==> src/logic/scr_pkg.sv <==
// Package for the synthesizer calibration register bank
`default_nettype none
package scr_pkg;
  // Register word indices; the byte address is four times the index
  localparam logic [15:0] IDX_CHARGE_PUMP  = 16'hDF1C;
  localparam logic [15:0] IDX_VCO_CURRENT  = 16'hDF1D;
  localparam logic [15:0] IDX_CAP_ARRAY    = 16'hDF1E;
  localparam logic [15:0] IDX_CONTROL      = 16'hDF1F;
  localparam logic [15:0] IDX_VCO_CHOICE   = 16'hDF25;
  localparam logic [15:0] IDX_STATUS       = 16'hDF40;
  // Field positions
  localparam int CP_RESULT_LSB  = 0;
  localparam int CP_RESULT_W    = 4;
  localparam int CP_STAGE_LSB   = 4;
  localparam int CP_CFG_LSB     = 6;
  localparam int VCO_CUR_W      = 5;
  localparam int VCO_HIGH_BIT   = 5;
  localparam int CAP_W          = 6;
  localparam int CTRL_W         = 7;
  localparam int VCO_CHOICE_BIT = 1;
  // Reset values
  localparam logic [1:0] RST_CP_CFG      = 2'h2;
  localparam logic [1:0] RST_CP_STAGE    = 2'h2;
  localparam logic [3:0] RST_CP_RESULT   = 4'h9;
  localparam logic [4:0] RST_VCO_CUR     = 5'h0A;
  localparam logic       RST_VCO_HIGH    = 1'b0;
  localparam logic [5:0] RST_CAP         = 6'h20;
  localparam logic [6:0] RST_CTRL        = 7'h0D;
  localparam logic [7:0] RST_VCO_CHOICE  = 8'h0B;
  // Calibration stage timing
  localparam int STAGE_TIME_NS  = 1000;
  localparam int CLK_PERIOD_NS  = 25;
  localparam int STAGE_CYCLES   = (STAGE_TIME_NS + CLK_PERIOD_NS - 1) / CLK_PERIOD_NS;
endpackage : scr_pkg
`default_nettype wire

==> src/logic/scr_apb_decode.sv <==
// APB address decoder for the calibration bank
`default_nettype none
module scr_apb_decode (
  input  wire logic [31:0] paddr,
  output logic      [2:0]  sel,
  output logic             hit
);
  // Word index of a byte address
  function automatic logic [15:0] word_of(input logic [31:0] a);
    return a[17:2];
  endfunction : word_of

  // Map address to register number
  always_comb begin
    sel = 3'h0;
    hit = 1'b1;
    if (paddr[1:0] != 2'h0 || paddr[31:18] != 14'h0) begin
      hit = 1'b0;
    end else begin
      case (word_of(paddr))
        scr_pkg::IDX_CHARGE_PUMP: sel = 3'h0;
        scr_pkg::IDX_VCO_CURRENT: sel = 3'h1;
        scr_pkg::IDX_CAP_ARRAY:   sel = 3'h2;
        scr_pkg::IDX_CONTROL:     sel = 3'h3;
        scr_pkg::IDX_VCO_CHOICE:  sel = 3'h4;
        scr_pkg::IDX_STATUS:      sel = 3'h5;
        default:                  hit = 1'b0;
      endcase
    end
  end
endmodule : scr_apb_decode
`default_nettype wire

==> src/logic/scr_cal_seq.sv <==
// Calibration run sequencer: steps through enabled stages
`default_nettype none
module scr_cal_seq #(
  parameter int STAGE_CYCLES = scr_pkg::STAGE_CYCLES
) (
  input  wire logic        pclk,
  input  wire logic        presetn,
  input  wire logic        start,
  input  wire logic        cp_en,
  input  wire logic        vco_en,
  output logic             busy,
  output logic             in_cp,
  output logic             in_vco,
  output logic             in_cap,
  output logic             done
);
  typedef enum logic [4:0] {
    SCR_IDLE = 5'h01, SCR_VCO = 5'h02, SCR_CP = 5'h04, SCR_CAP = 5'h08, SCR_END = 5'h10
  } scr_seq_t;
  typedef struct packed {
    scr_seq_t    st;
    logic [15:0] cnt;
  } scr_seq_state_t;

  // Stage length must fit the 16-bit counter
  if (STAGE_CYCLES < 1 || STAGE_CYCLES > 65535) begin : g_bad_stage
    $error("bad stage length");
  end

  scr_seq_state_t s_q, s_d;
  localparam logic [15:0] LAST = 16'(STAGE_CYCLES - 1);

  // Stage stepping; disabled stages are skipped
  always_comb begin
    s_d = s_q;
    case (s_q.st)
      SCR_IDLE: if (start) begin
        s_d.cnt = 16'h0000;
        s_d.st  = vco_en ? SCR_VCO : (cp_en ? SCR_CP : SCR_CAP);
      end
      SCR_VCO: if (s_q.cnt == LAST) begin
        s_d.cnt = 16'h0000;
        s_d.st  = cp_en ? SCR_CP : SCR_CAP;
      end else s_d.cnt = s_q.cnt + 16'h0001;
      SCR_CP: if (s_q.cnt == LAST) begin
        s_d.cnt = 16'h0000;
        s_d.st  = SCR_CAP;
      end else s_d.cnt = s_q.cnt + 16'h0001;
      SCR_CAP: if (s_q.cnt == LAST) begin
        s_d.st = SCR_END;
      end else s_d.cnt = s_q.cnt + 16'h0001;
      SCR_END: s_d.st = SCR_IDLE;
      default: s_d.st = SCR_IDLE;
    endcase
  end

  always_ff @(posedge pclk or negedge presetn) begin
    if (!presetn) begin
      s_q <= '{st: SCR_IDLE, cnt: 16'h0000};
    end else begin
      s_q <= s_d;
    end
  end

  assign busy   = s_q.st != SCR_IDLE;
  assign in_vco = s_q.st == SCR_VCO;
  assign in_cp  = s_q.st == SCR_CP;
  assign in_cap = s_q.st == SCR_CAP;
  assign done   = s_q.st == SCR_END;
endmodule : scr_cal_seq
`default_nettype wire

==> src/logic/scr_regs.sv <==
// Synthesizer calibration register bank with APB slave
`default_nettype none
module scr_regs #(
  parameter int STAGE_CYCLES = scr_pkg::STAGE_CYCLES
) (
  input  wire logic        pclk,
  input  wire logic        presetn,
  input  wire logic [31:0] paddr,
  input  wire logic        psel,
  input  wire logic        penable,
  input  wire logic        pwrite,
  input  wire logic [31:0] pwdata,
  input  wire logic [3:0]  pstrb,
  output logic      [31:0] prdata,
  output logic             pready,
  output logic             pslverr,
  input  wire logic        cal_start,
  input  wire logic        deep_sleep_wake,
  input  wire logic [3:0]  cp_result_in,
  input  wire logic [4:0]  vco_cur_result_in,
  input  wire logic        vco_core_result_in,
  input  wire logic [5:0]  cap_result_in,
  output logic      [3:0]  cp_current,
  output logic      [4:0]  vco_current,
  output logic             vco_core_high_select,
  output logic      [5:0]  cap_array,
  output logic      [6:0]  cal_control,
  output logic      [1:0]  cal_config,
  output logic             cal_busy,
  output logic             cal_cp_active,
  output logic             cal_vco_active,
  output logic             cal_cap_active
);
  typedef struct packed {
    logic [1:0]  cp_cfg;
    logic [1:0]  cp_stage;
    logic [3:0]  cp_res;
    logic        vco_high;
    logic [4:0]  vco_cur;
    logic [5:0]  cap;
    logic [6:0]  ctrl;
    logic [7:0]  vco_choice;
    logic        cal_done;
    logic [31:0] rdata;
    logic        ready;
    logic        err;
    logic        busy;
    logic        in_cp;
    logic        in_vco;
    logic        in_cap;
  } scr_state_t;

  scr_state_t s_q, s_d;
  logic [2:0] sel;
  logic       hit;
  logic       busy, in_cp, in_vco, in_cap, done;

  // Address decode
  scr_apb_decode u_dec (
    .paddr (paddr),
    .sel   (sel),
    .hit   (hit)
  );

  // Calibration stage sequencer
  scr_cal_seq #(.STAGE_CYCLES(STAGE_CYCLES)) u_seq (
    .pclk    (pclk),
    .presetn (presetn),
    .start   (cal_start),
    .cp_en   (s_q.cp_stage != 2'h0),
    .vco_en  (s_q.vco_choice[scr_pkg::VCO_CHOICE_BIT]),
    .busy    (busy),
    .in_cp   (in_cp),
    .in_vco  (in_vco),
    .in_cap  (in_cap),
    .done    (done)
  );

  // Byte lane 0 write qualifier
  function automatic logic lane0_wr(input logic [2:0] s, input logic [2:0] want);
    return psel && penable && pwrite && hit && !s_q.busy && pstrb[0] && s == want;
  endfunction : lane0_wr

  // Next state: bus access, calibration updates, wake reload
  always_comb begin
    s_d       = s_q;
    s_d.ready = psel && !penable;
    // Busy as seen in the access cycle, so the error matches the dropped write
    s_d.err   = psel && !penable && (!hit || (pwrite && (busy || sel == 3'h5)));
    s_d.busy   = busy;
    s_d.in_cp  = in_cp;
    s_d.in_vco = in_vco;
    s_d.in_cap = in_cap;
    if (cal_start) s_d.cal_done = 1'b0;
    if (done) s_d.cal_done = 1'b1;
    // Results captured in each stage
    if (in_cp) s_d.cp_res = cp_result_in;
    if (in_vco) s_d.vco_high = vco_core_result_in;
    if (in_cap) begin
      s_d.vco_cur = vco_cur_result_in;
      s_d.cap     = cap_result_in;
    end
    // Software writes, low byte only; upper bits dropped
    if (lane0_wr(sel, 3'h0)) begin
      s_d.cp_cfg   = pwdata[scr_pkg::CP_CFG_LSB +: 2];
      s_d.cp_stage = pwdata[scr_pkg::CP_STAGE_LSB +: 2];
      s_d.cp_res   = pwdata[scr_pkg::CP_RESULT_LSB +: scr_pkg::CP_RESULT_W];
    end
    if (lane0_wr(sel, 3'h1)) begin
      s_d.vco_high = pwdata[scr_pkg::VCO_HIGH_BIT];
      s_d.vco_cur  = pwdata[scr_pkg::VCO_CUR_W-1:0];
    end
    if (lane0_wr(sel, 3'h2)) s_d.cap = pwdata[scr_pkg::CAP_W-1:0];
    if (lane0_wr(sel, 3'h3)) s_d.ctrl = pwdata[scr_pkg::CTRL_W-1:0];
    if (lane0_wr(sel, 3'h4)) s_d.vco_choice = pwdata[7:0];
    // Wake from deep sleep restores capacitor array
    if (deep_sleep_wake) s_d.cap = scr_pkg::RST_CAP;
    // Read data with zero upper bits
    s_d.rdata = 32'h0000_0000;
    if (psel && !penable && !pwrite && hit) begin
      case (sel)
        3'h0: s_d.rdata[7:0] = {s_q.cp_cfg, s_q.cp_stage, s_q.cp_res};
        3'h1: s_d.rdata[7:0] = {2'h0, s_q.vco_high, s_q.vco_cur};
        3'h2: s_d.rdata[7:0] = {2'h0, s_q.cap};
        3'h3: s_d.rdata[7:0] = {1'h0, s_q.ctrl};
        3'h4: s_d.rdata[7:0] = s_q.vco_choice;
        3'h5: s_d.rdata[7:0] = {6'h00, s_q.cal_done, s_q.busy};
        default: s_d.rdata = 32'h0000_0000;
      endcase
    end
  end

  // State register
  always_ff @(posedge pclk or negedge presetn) begin
    if (!presetn) begin
      s_q <= '{cp_cfg: scr_pkg::RST_CP_CFG, cp_stage: scr_pkg::RST_CP_STAGE,
               cp_res: scr_pkg::RST_CP_RESULT, vco_high: scr_pkg::RST_VCO_HIGH,
               vco_cur: scr_pkg::RST_VCO_CUR, cap: scr_pkg::RST_CAP,
               ctrl: scr_pkg::RST_CTRL, vco_choice: scr_pkg::RST_VCO_CHOICE,
               cal_done: 1'b0, rdata: 32'h0000_0000, ready: 1'b0, err: 1'b0,
               busy: 1'b0, in_cp: 1'b0, in_vco: 1'b0, in_cap: 1'b0};
    end else begin
      s_q <= s_d;
    end
  end

  // Outputs straight from flops
  assign prdata               = s_q.rdata;
  assign pready               = s_q.ready;
  assign pslverr              = s_q.err;
  assign cp_current           = s_q.cp_res;      // Current = base * 2^(value/4)
  assign vco_current          = s_q.vco_cur;
  assign vco_core_high_select = s_q.vco_high;
  assign cap_array            = s_q.cap;
  assign cal_control          = s_q.ctrl;
  assign cal_config           = s_q.cp_cfg;
  assign cal_busy             = s_q.busy;
  assign cal_cp_active        = s_q.in_cp;
  assign cal_vco_active       = s_q.in_vco;
  assign cal_cap_active       = s_q.in_cap;
endmodule : scr_regs
`default_nettype wire

==> config.mk <==
export PLATFORM = sky130hd
export DESIGN_NAME = scr_regs
export DESIGN_NICKNAME = d
export VERILOG_FILES = /design/src/logic/scr_pkg.sv /design/src/logic/scr_apb_decode.sv /design/src/logic/scr_cal_seq.sv /design/src/logic/scr_regs.sv
export SDC_FILE = /design/constraint.sdc
export NUM_CORES = 1
export LEC_CHECK = 0
export ABC_AREA = 0
export BUFFER_PORTS_ARGS = -buffer_cell sky130_fd_sc_hd__buf_2
export CAP_MARGIN = 20
export CORE_MARGIN = 1
export CORE_UTILIZATION = 40
export DETAILED_ROUTE_END_ITERATION = 12
export MAX_ROUTING_LAYER = met4
export PLACE_DENSITY = 0.67
export SLEW_MARGIN = 25
export SYNTH_ARGS = -nofsm -noshare
export SYNTH_HDL_FRONTEND = slang
export SYNTH_SLANG_ARGS = --single-unit
==> constraint.sdc <==
create_clock -name pclk -period 3.2 [get_ports pclk]
set_clock_uncertainty 0.2 [all_clocks]
set_input_delay 0.8 -clock pclk [delete_from_list [all_inputs] [get_ports pclk]]
set_output_delay 0.8 -clock pclk [all_outputs]
set_load 0.005 [all_outputs]
### Word-level counts from Yosys, hierarchy flattened

Index checks and enable logic that the tools add are counted.

| storage, ports and cells | value |
|---|---|
| RAM bits | 0 |
| register bits after elaboration | 95 |
| output and inout port bits | 63 |
| word-level logic and storage cells | 103 |
| memories kept | 0 |
| bits in read-only memories | 0 |
| bits in latches | 0 |

| operators by class | value |
|---|---|
| magnitude comparators | 0 |
| add/subtract/negate cells | 1 |
| bitwise logic cells | 0 |
| shift-type cells | 0 |
| eq/ne operators | 23 |
| reductions and logical operators | 36 |
| divide/modulo/power cells | 0 |
| muxes and demuxes | 25 |
| $mul | 0 |

Operator list:

| cell | number |
|---|---|
| 16-bit == test (second input constant) | 6 |
| 16-bit one-hot mux with 3 select lines | 1 |
| 8-bit one-hot mux with 6 select lines | 1 |
| 16-bit 2-to-1 mux | 2 |
| 21-bit 2-to-1 mux | 1 |
| 5-bit one-hot mux with 4 select lines | 1 |
| 6-bit 2-to-1 mux | 3 |
| 16-bit by 1-bit adder with 16-bit output (second input constant) | 1 |
| 16-bit by 6-bit == test with 1-bit output (second input constant) | 1 |
| 4-bit 2-to-1 mux | 4 |
| 1-bit logical AND | 15 |
| 5-bit 2-to-1 mux | 3 |
| 3-bit one-hot mux with 5 select lines | 1 |
| 14-bit nonzero test | 1 |
| 2-bit nonzero test | 6 |
| 11-bit 2-to-1 mux | 1 |
| 8-bit 2-to-1 mux | 1 |
| 3-bit by 2-bit == test with 1-bit output (second input constant) | 2 |
| 3-bit == test (second input constant) | 2 |
| 2-bit by 1-bit inequality test with 1-bit output (second input constant) | 3 |
| 3-bit nonzero test | 2 |
| 6-bit OR reduction | 1 |
| 5-bit by 1-bit == test with 1-bit output (second input constant) | 1 |
| 5-bit by 2-bit == test with 1-bit output (second input constant) | 1 |
| 14 further kinds | 24 |

### Depth between registers and ports, before layout

Gate-level depths: netlist of the first run.

| depth | value |
|---|---|
| depth after elaboration | 10 |
| gate-level depth with buffers | 9 |
| gate-level depth less buffers | 7 |

### Modules after synthesis

A second synthesis of the first run with hierarchy kept.

| unflattened totals | value |
|---|---|
| cell total of the unflattened synthesis | 420 |
| area, all modules | 4310.4 um2 |

By module, submodules not included:

| module | times used | cells an instance | seq. area each (um2) | area each (um2) |
|---|---|---|---|---|
| scr_regs | 1 | 252 | 1267.5 | 2800.2 |
| scr_cal_seq | 1 | 144 | 526.8 | 1336.3 |
| scr_apb_decode | 1 | 24 | 0.0 | 173.9 |

### Least setup slack after synthesis of the first run

OpenSTA, ideal clock, no wires.

| path | value |
|---|---|
| path type | input -> register |
| start | in paddr[15] |
| end | reg s_q, in the netlist cal_control[1] |
| arrival | 2620 ps |
| cell stages on the path | 5 |
| setup time | 125 ps |
| setup slack | 255 ps |
| path through | nand4b_1 or4_4 or2_1 nor4_4 mux2_2 |

| on the way | value |
|---|---|
| word-level cells in the longest chain between the ends | 8 |

Ends and longest elaborated chain:

| element | line | source |
|---|---|---|
| from (decl) | scr_regs.sv:8 | `input wire logic [31:0] paddr,` |
| 16-bit == test | scr_apb_decode.sv:20 | `case (word_of(paddr))` |
| 6-bit OR reduction (no source line) | -- |  |
| 1-bit 2-to-1 mux | scr_apb_decode.sv:20 |  |
| 1-bit 2-to-1 mux | scr_apb_decode.sv:17 | `if (paddr[1:0] != 2'h0 \|\| paddr[31:18] != 14'h0) begin` |
| 1-bit logical AND (3 in a row) | scr_regs.sv:81 | `return psel && penable && pwrite && hit && !s_q.busy && pstrb[0] && s == want;` |
| 1-bit logical AND * | scr_regs.sv:81 |  |
| to (signal assigned) | scr_regs.sv:136 | `s_q <= '{cp_cfg: scr_pkg::RST_CP_CFG, cp_stage: scr_pkg::RST_CP_STAGE,` |
| to (decl) | scr_regs.sv:53 | `scr_state_t s_q, s_d;` |

Every way passes the cells marked *; elsewhere a longest branch is shown, timed or not.
A chain may end at the register's enable or synchronous reset.

==> results.tsv, run 1 <==
stage	metric	value	unit
outcome	status	complete, no violations	
worst_setup_path	end_kind	flip-flop	
worst_setup_path	worstSetupPathType	in2reg	
timing	min_period	2.830	ns
timing	holdWs	0.2484	ns
yosys	synthCells	409	
yosys	ys_seq_area_share	44.03	%
grt	grt_pass1_vias	3108	
timing	rsz0062_at_grt	false	
yosys	synthFlopType	dfrtp_1	
yosys	synth.area.top_cells	dfrtp_1 (35%), buf_4 (11%), dfstp_2 (9.0%)	
clock_tree	cts_resized	0	
placement	portBuffers	102	
grt	grt_usage	19.33	%
routing	highest_layer	met4	
yosys	synth_top_area_share	35.00	%
yosys	netlist_area	4075	um^2
worst_setup_path	critPathRequiredTime	3.25	ns
routing	met3WireLength	583	um
die	io-pin-count	154	
timing	max_freq	0.3534	GHz
routing	wl	9721	um
power_and_ir_drop	power_density	384.4	nW/um^2
routing	wl_met2	4396	um
die	core	9819	um^2
yosys	synth_top_area_cell	dfrtp_1	
worst_setup_path	cp_max_fo	8	
timing	tightestPinTransition	0.6300	ns
clock_tree	clock-root-buffer	clkbuf_8	
yosys	synth-edff-count	0	
yosys	avgSynthCellArea	9.964	um^2
grt	antenna_found_initial	0	
routing	drt_iter0_markers	171	
run	drv_cap	0	
grt	grt_pass1_wl	14990	um
worst_setup_path	worstSetupStartpointType	primary input	
finish	final_cell_mix	buf_2 (102), dfrtp_1 (57), nor2_1 (41)	
finish	final_common_cell	buf_2	
clock_tree	post_cts_buffers	0	
worst_setup_path	crit_arrival	2.88	ns
finish	syn2layout_area_growth	16.98	%
finish	fin_nets	591	
timing	period_share	88.44	%
placement	finalWeightedCongestion	0.8328	
clock_tree	numCtsBuffers	9	
timing	slew_violations	0	
routing	ant_nets	0	
power_and_ir_drop	power.leakage	0.002259	uW
timing	slew_headroom	58.00	%
routing	wl_per_cell	15.26	um
routing	met1_length	4608	um
die	die_h	102.9	um
clock_tree	cts.clk_slew.worst_paths	0.09	ns
grt	overflow	0	
yosys	ys_warn_count	0	
die	die_w	102.9	um
grt	grt_max_degree	49	
timing	hold_violations	0	
worst_hold_path	hp-class	in2async	
timing	setup-tns-final	0	ns
die	num_rows	36	
finish	post_route_cells_drive_above_1_share	36.51	%
die	initial_core_util	41.50	%
routing	dr.pass1.iters	4	
clock_tree	hold_buffers	0	
clock_tree	clk_latency	0.35	ns
clock_tree	cts_tree	built	
finish	diodes	0	
power_and_ir_drop	ir_drop	0.0001814	V
placement	dp_hpwl	7116	um
clock_tree	clkSinkCount	71	
clock_tree	clockBufferDepth	2	
yosys	async_reset_ff_share	100.0	%
routing	drcViolationCount	0	
clock_tree	cts_max_level	3	
timing	setup_violations	0	
yosys	ys_types	51	
routing	drt-vias-per-instance	5.055	
routing	via_count	3220	
yosys	ys_ff_latch	71	
die	die-area	10600	um^2
[flip-flops by register name, indices dropped and copies added (netlist names)]
register / cells
cap_array: 6
cal_vco_active: 1
cal_cap_active: 1
pready: 1
prdata: 8
vco_current: 5
cal_control: 7
pslverr: 1
vco_core_high_select: 1
s_q: 11
cal_cp_active: 1
u_seq.s_q: 21
cp_current: 4
cal_busy: 1
cal_config: 2
[Yosys cell counts (2+ instances only)]
| cell | number |
|---|---|
| nor4_4 | 2 |
| and3_1 | 3 |
| nor2_1 | 41 |
| mux2_2 | 24 |
| nand2_1 | 26 |
| nand3b_1 | 7 |
| mux2_1 | 2 |
| buf_4 | 57 |
| or3_1 | 2 |
| and2_1 | 2 |
| nand4b_1 | 3 |
| nor4_2 | 2 |
| nor3b_1 | 2 |
| a22oi_1 | 5 |
| nor4_1 | 12 |
| dfstp_2 | 14 |
| o22ai_1 | 2 |
| a211oi_1 | 5 |
| nand3_1 | 12 |
| buf_2 | 2 |
| dfrtp_1 | 57 |
| nor2b_1 | 5 |
| a31oi_1 | 4 |
| o21ai_0 | 9 |
| nand4_1 | 4 |
| nand2b_1 | 4 |
| a21oi_1 | 19 |
| nor3_1 | 14 |
| and4_1 | 2 |
| mux2i_1 | 20 |
| inv_1 | 5 |
| a21o_1 | 3 |
| clkbuf_1 | 7 |
| xnor2_1 | 14 |
[cell families (layout without fill, tap and decap cells)]
logic type                 after synthesis  in the layout  synth area share (%)
DFF                                     71             71                 44.03
AOI/OAI and AO/OA                       53             53                 8.106
adders and majority gates                1              1                0.3070
other                                    1             24               0.09202
and+or+nand+nor                        151            151                 20.42
muxes                                   46             46                 12.10
buffers and inverters                   72            144                 11.94
xor gates and xnor gates                14             14                 3.009
[worst max-delay path: stages]
cell and delay [ns]:
buf_2 0.11, or4b_1 0.54, a21oi_1 0.24, nand2_1 0.24, a21oi_1 0.24, nand3b_1 0.36
a221oi_1 0.33
[worst paths after layout]
| check | startpoint | to | slack (ns) | depth (start not counted) |
|---|---|---|---|---|
| min in group pclk | s_q[42] | prdata[3] | 0.31 | 2 |
| min | presetn | cal_config[0] | 0.25 | 1 |
| min reg2reg | s_q[42] | prdata[3] | 0.31 | 2 |
| max reg2reg | u_seq.s_q[19] | u_seq.s_q[13] | 0.78 | 6 |
| max | paddr[2] | prdata[0] | 0.37 | 7 |
| max in group asynchronous | presetn | s_q[71] | 1.79 | 2 |
[metrics by stage]
stage	power, uW	setup slack [ns]	util (%)	area (um^2)	instances
3_5_place_dp	1056	0.03262	46.37	4553	621
6_report	1833	0.3700	48.55	4767	637
4_1_cts	1848	0.4019	48.55	4767	637
2_1_floorplan	1002	0.2548	-	4161	432
5_1_grt	1902	0.2534	48.55	4767	637
3_3_place_gp	1053	0.09282	46.37	4553	621
[per-layer routing]
layer | GRT usage (%) | up-vias
li1 | - | 1552
met3 | 3.729 | 12
met1 | 25.76 | 1540
met2 | 29.85 | 116
met4 | 5.742 | 0
met5 | - | -
[final cells by class]
class / count / area (um^2)
clock buffers: 10 / 127.6
clock inverters: 6 / 86.33
fillers: 912 / 5052
inverters: 5 / 18.77
multi-input cells: 289 / 1881
flip-flops and latches: 71 / 1794
well taps: 133 / 166.4
repair buffers: 123 / 693.2
[report_power, final]
group          internal [uW]  switching (uW)  total [uW]
registers                911            8.73         920
logic                   54.0            65.4         119
clock network            438             356         794
total                   1400             430        1830
(Power assumes the default switching activity.)
==> run 2: changes to the inputs <==
--- a/config.mk
+++ b/config.mk
@@ -5,14 +5,13 @@
 export SDC_FILE = /design/constraint.sdc
 export NUM_CORES = 1
 export LEC_CHECK = 0
-export ABC_AREA = 0
+export ABC_AREA = 1
 export BUFFER_PORTS_ARGS = -buffer_cell sky130_fd_sc_hd__buf_2
-export CAP_MARGIN = 20
 export CORE_MARGIN = 1
 export CORE_UTILIZATION = 40
 export DETAILED_ROUTE_END_ITERATION = 12
 export MAX_ROUTING_LAYER = met4
-export PLACE_DENSITY = 0.67
+export PLACE_DENSITY = 0.66
 export SLEW_MARGIN = 25
 export SYNTH_ARGS = -nofsm -noshare
 export SYNTH_HDL_FRONTEND = slang
==> results.tsv, run 2 <==
stage	metric	value	unit	change
grt	grt_util_met2	33.71	%	was 29.85%
worst_setup_path	critPathRequiredTime	3.22	ns	was 3.25 ns
timing	slew_violations	0		unchanged
finish	stdcell_count	837		was 637
yosys	synth_top_area_share	30.69	%	was 35.00%
finish	post_route_cells_drive_above_1_share	25.94	%	was 36.51%
yosys	netlist_area	4648	um^2	was 4075 um^2
yosys	ys_warn_count	0		unchanged
clock_tree	cts_resized	0		unchanged
placement	placedCellCount	821		was 621
timing	setup-tns-final	0	ns	unchanged
clock_tree	clockBufferDepth	2		unchanged
finish	final_cell_mix	nand2_1 (141), buf_2 (102), nand3_1 (68)		was buf_2 (102), dfrtp_1 (57), nor2_1 (41)
routing	dr.pass1.iters	4		unchanged
timing	slew_headroom	55.61	%	was 58.00%
worst_setup_path	cp_max_fo	17		was 8
power_and_ir_drop	power_density	510.9	nW/um^2	was 384.4 nW/um^2
clock_tree	cts_tree	built		unchanged
timing	setup_violations	0		unchanged
worst_setup_path	worstSetupStartpointType	primary input		unchanged
yosys	ys_types	42		was 51
clock_tree	post_cts_buffers	0		unchanged
finish	fin_nets	781		was 591
timing	tightestPinTransition	0.6658	ns	was 0.6300 ns
yosys	avgSynthCellArea	7.521	um^2	was 9.964 um^2
routing	wl_per_cell	13.57	um	was 15.26 um
grt	grt_max_degree	45		was 49
power_and_ir_drop	power.leakage	0.002757	uW	was 0.002259 uW
die	core	11370	um^2	was 9819 um^2
clock_tree	clk_latency	0.34	ns	was 0.35 ns
yosys	synthCells	618		was 409
clock_tree	clock-root-buffer	clkbuf_16		was clkbuf_8
timing	min_period	2.444	ns	was 2.830 ns
placement	dp_hpwl	8823	um	was 7116 um
worst_hold_path	hp-class	reg2reg		was in2async
power_and_ir_drop	ir_drop	0.0003030	V	was 0.0001814 V
grt	overflow	0		unchanged
die	die_w	109.8	um	was 102.9 um
yosys	synth.area.top_cells	dfrtp_1 (31%), nand2_1 (11%), buf_4 (9.0%)		was dfrtp_1 (35%), buf_4 (11%), dfstp_2 (9.0%)
clock_tree	numCtsBuffers	9		unchanged
routing	via_count	4139		was 3220
clock_tree	clkSinkCount	71		unchanged
die	initial_core_util	40.88	%	was 41.50%
routing	drcViolationCount	0		unchanged
clock_tree	cts_max_level	3		unchanged
worst_setup_path	end_kind	flip-flop		unchanged
yosys	ys_ff_latch	71		unchanged
yosys	async_reset_ff_share	100.0	%	unchanged
worst_setup_path	crit_arrival	2.46	ns	was 2.88 ns
timing	hold_violations	0		unchanged
run	drv_cap	0		unchanged
die	io-pin-count	154		unchanged
grt	grt_use_met1	25.45	%	was 25.76%
timing	rsz0062_at_grt	false		unchanged
finish	diodes	0		unchanged
placement	finalWeightedCongestion	0.9207		was 0.8328
yosys	ys_seq_area_share	38.60	%	was 44.03%
finish	final_common_cell	nand2_1		was buf_2
grt	grt_busiest_layer	met2		unchanged
routing	drt_iter0_markers	246		was 171
yosys	synth-edff-count	0		unchanged
timing	max_freq	0.4091	GHz	was 0.3534 GHz
finish	regMostFlops	u_seq.s_q		unchanged
clock_tree	hold_buffers	0		unchanged
clock_tree	cts.clk_slew.worst_paths	0.06	ns	was 0.09 ns
yosys	synthFlopType	dfrtp_1		unchanged
grt	grt_pass1_vias	3806		was 3108
finish	syn2layout_area_growth	13.08	%	was 16.98%
finish	largest_reg_flops	21		unchanged
yosys	synthTopCellsByCount	nand2_1 (141), nand3_1 (68), inv_1 (64), dfrtp_1 (57), buf_4 (56)		was buf_4 (57), dfrtp_1 (57), nor2_1 (41), nand2_1 (26), mux2_2 (24)
outcome	status	complete, no violations		unchanged
grt	antenna_found_initial	0		unchanged
yosys	post-synth-top-count-cell	nand2_1		
die	num_rows	39		was 36
grt	use_met3	4.327	%	was 3.729%
routing	wl	11360	um	was 9721 um
worst_setup_path	worstSetupPathType	in2reg		unchanged
grt	grt_pass1_wl	18230	um	was 14990 um
routing	drt-vias-per-instance	4.945		was 5.055
placement	portBuffers	102		unchanged
yosys	synth_top_area_cell	dfrtp_1		unchanged
timing	period_share	76.38	%	was 88.44%
die	die-area	12060	um^2	was 10600 um^2
grt	grt_usage	20.46	%	was 19.33%
die	die_h	109.8	um	was 102.9 um
routing	ant_nets	0		unchanged
run 2: metal layers:
layer | routed length [um] | vias to the layer above
li1 | - | 2062
met1 | 4903 | 1934
met2 | 5642 | 130
met3 | 670 | 13
met4 | 142 | 0
met5 | 0 | -
run 2: cell type report:
type,count,area [um^2]
Clock buffer,11,242.7
Clock inverter,5,57.56
Fill cell,1139,6113
Inverter,75,289.0
Multi-Input combinational cell,427,2148
Sequential cell,71,1794
Tap cell,143,178.9
Timing Repair Buffer,105,545.5
run 2: kinds of logic (layout without fill, tap and decap cells):
family	count (synthesis)	count (layout)	share of synthesized area [%]
compound gates	71	71	8.641
simple gates	321	321	33.46
fa+ha+maj	1	1	0.2691
xor+xnor	9	9	1.696
other cells	1	24	0.08068
mux	1	1	0.2154
buf+inv	143	196	17.04
flops	71	71	38.60
run 2: metrics by stage:
stage	setup slack (ns)	utilization, %	hold slack, ns	total power [uW]	instance area [um^2]
after global routing	0.5511	46.23	0.2998	2844	5256
after floorplan	0.8283	-	0.2545	1544	4735
after detailed placement	0.3858	43.59	0.2709	1700	4956
after CTS	0.7368	46.23	0.2795	2711	5256
after global placement	0.4111	43.59	0.2645	1683	4956
final	0.7557	46.23	0.2783	2685	5256
run 2: where the power goes:
group / internal [uW] / switching (uW) / total (uW)
Combinational: 201 / 370 / 572
Clock: 624 / 372 / 996
Sequential: 1010 / 112 / 1120
Total: 1830 / 855 / 2690
run 2: worst paths after layout:
kind	end	from	cells past startpoint	slack [ns]
worst max-delay path	cp_current[1]	paddr[1]	13	0.76
worst min-delay path	s_q[39]	s_q[39]	2	0.28
worst max register to register	u_seq.s_q[0]	u_seq.s_q[17]	8	0.84
worst min register to register	s_q[39]	s_q[39]	2	0.28
max in group asynchronous	vco_current[1]	presetn	2	1.76
min in group asynchronous	prdata[7]	presetn	1	0.30
run 2: critical path: stages:
cell and delay [ns]:
buf_2 0.10, inv_1 0.04, nand2_1 0.05, nor2_2 0.11
nand2_2 0.09, nor2_8 0.22, nand2_4 0.16, inv_1 0.22
nor2_4 0.10, nand2_2 0.25, inv_1 0.14, nand2_1 0.08
nand3_1 0.07
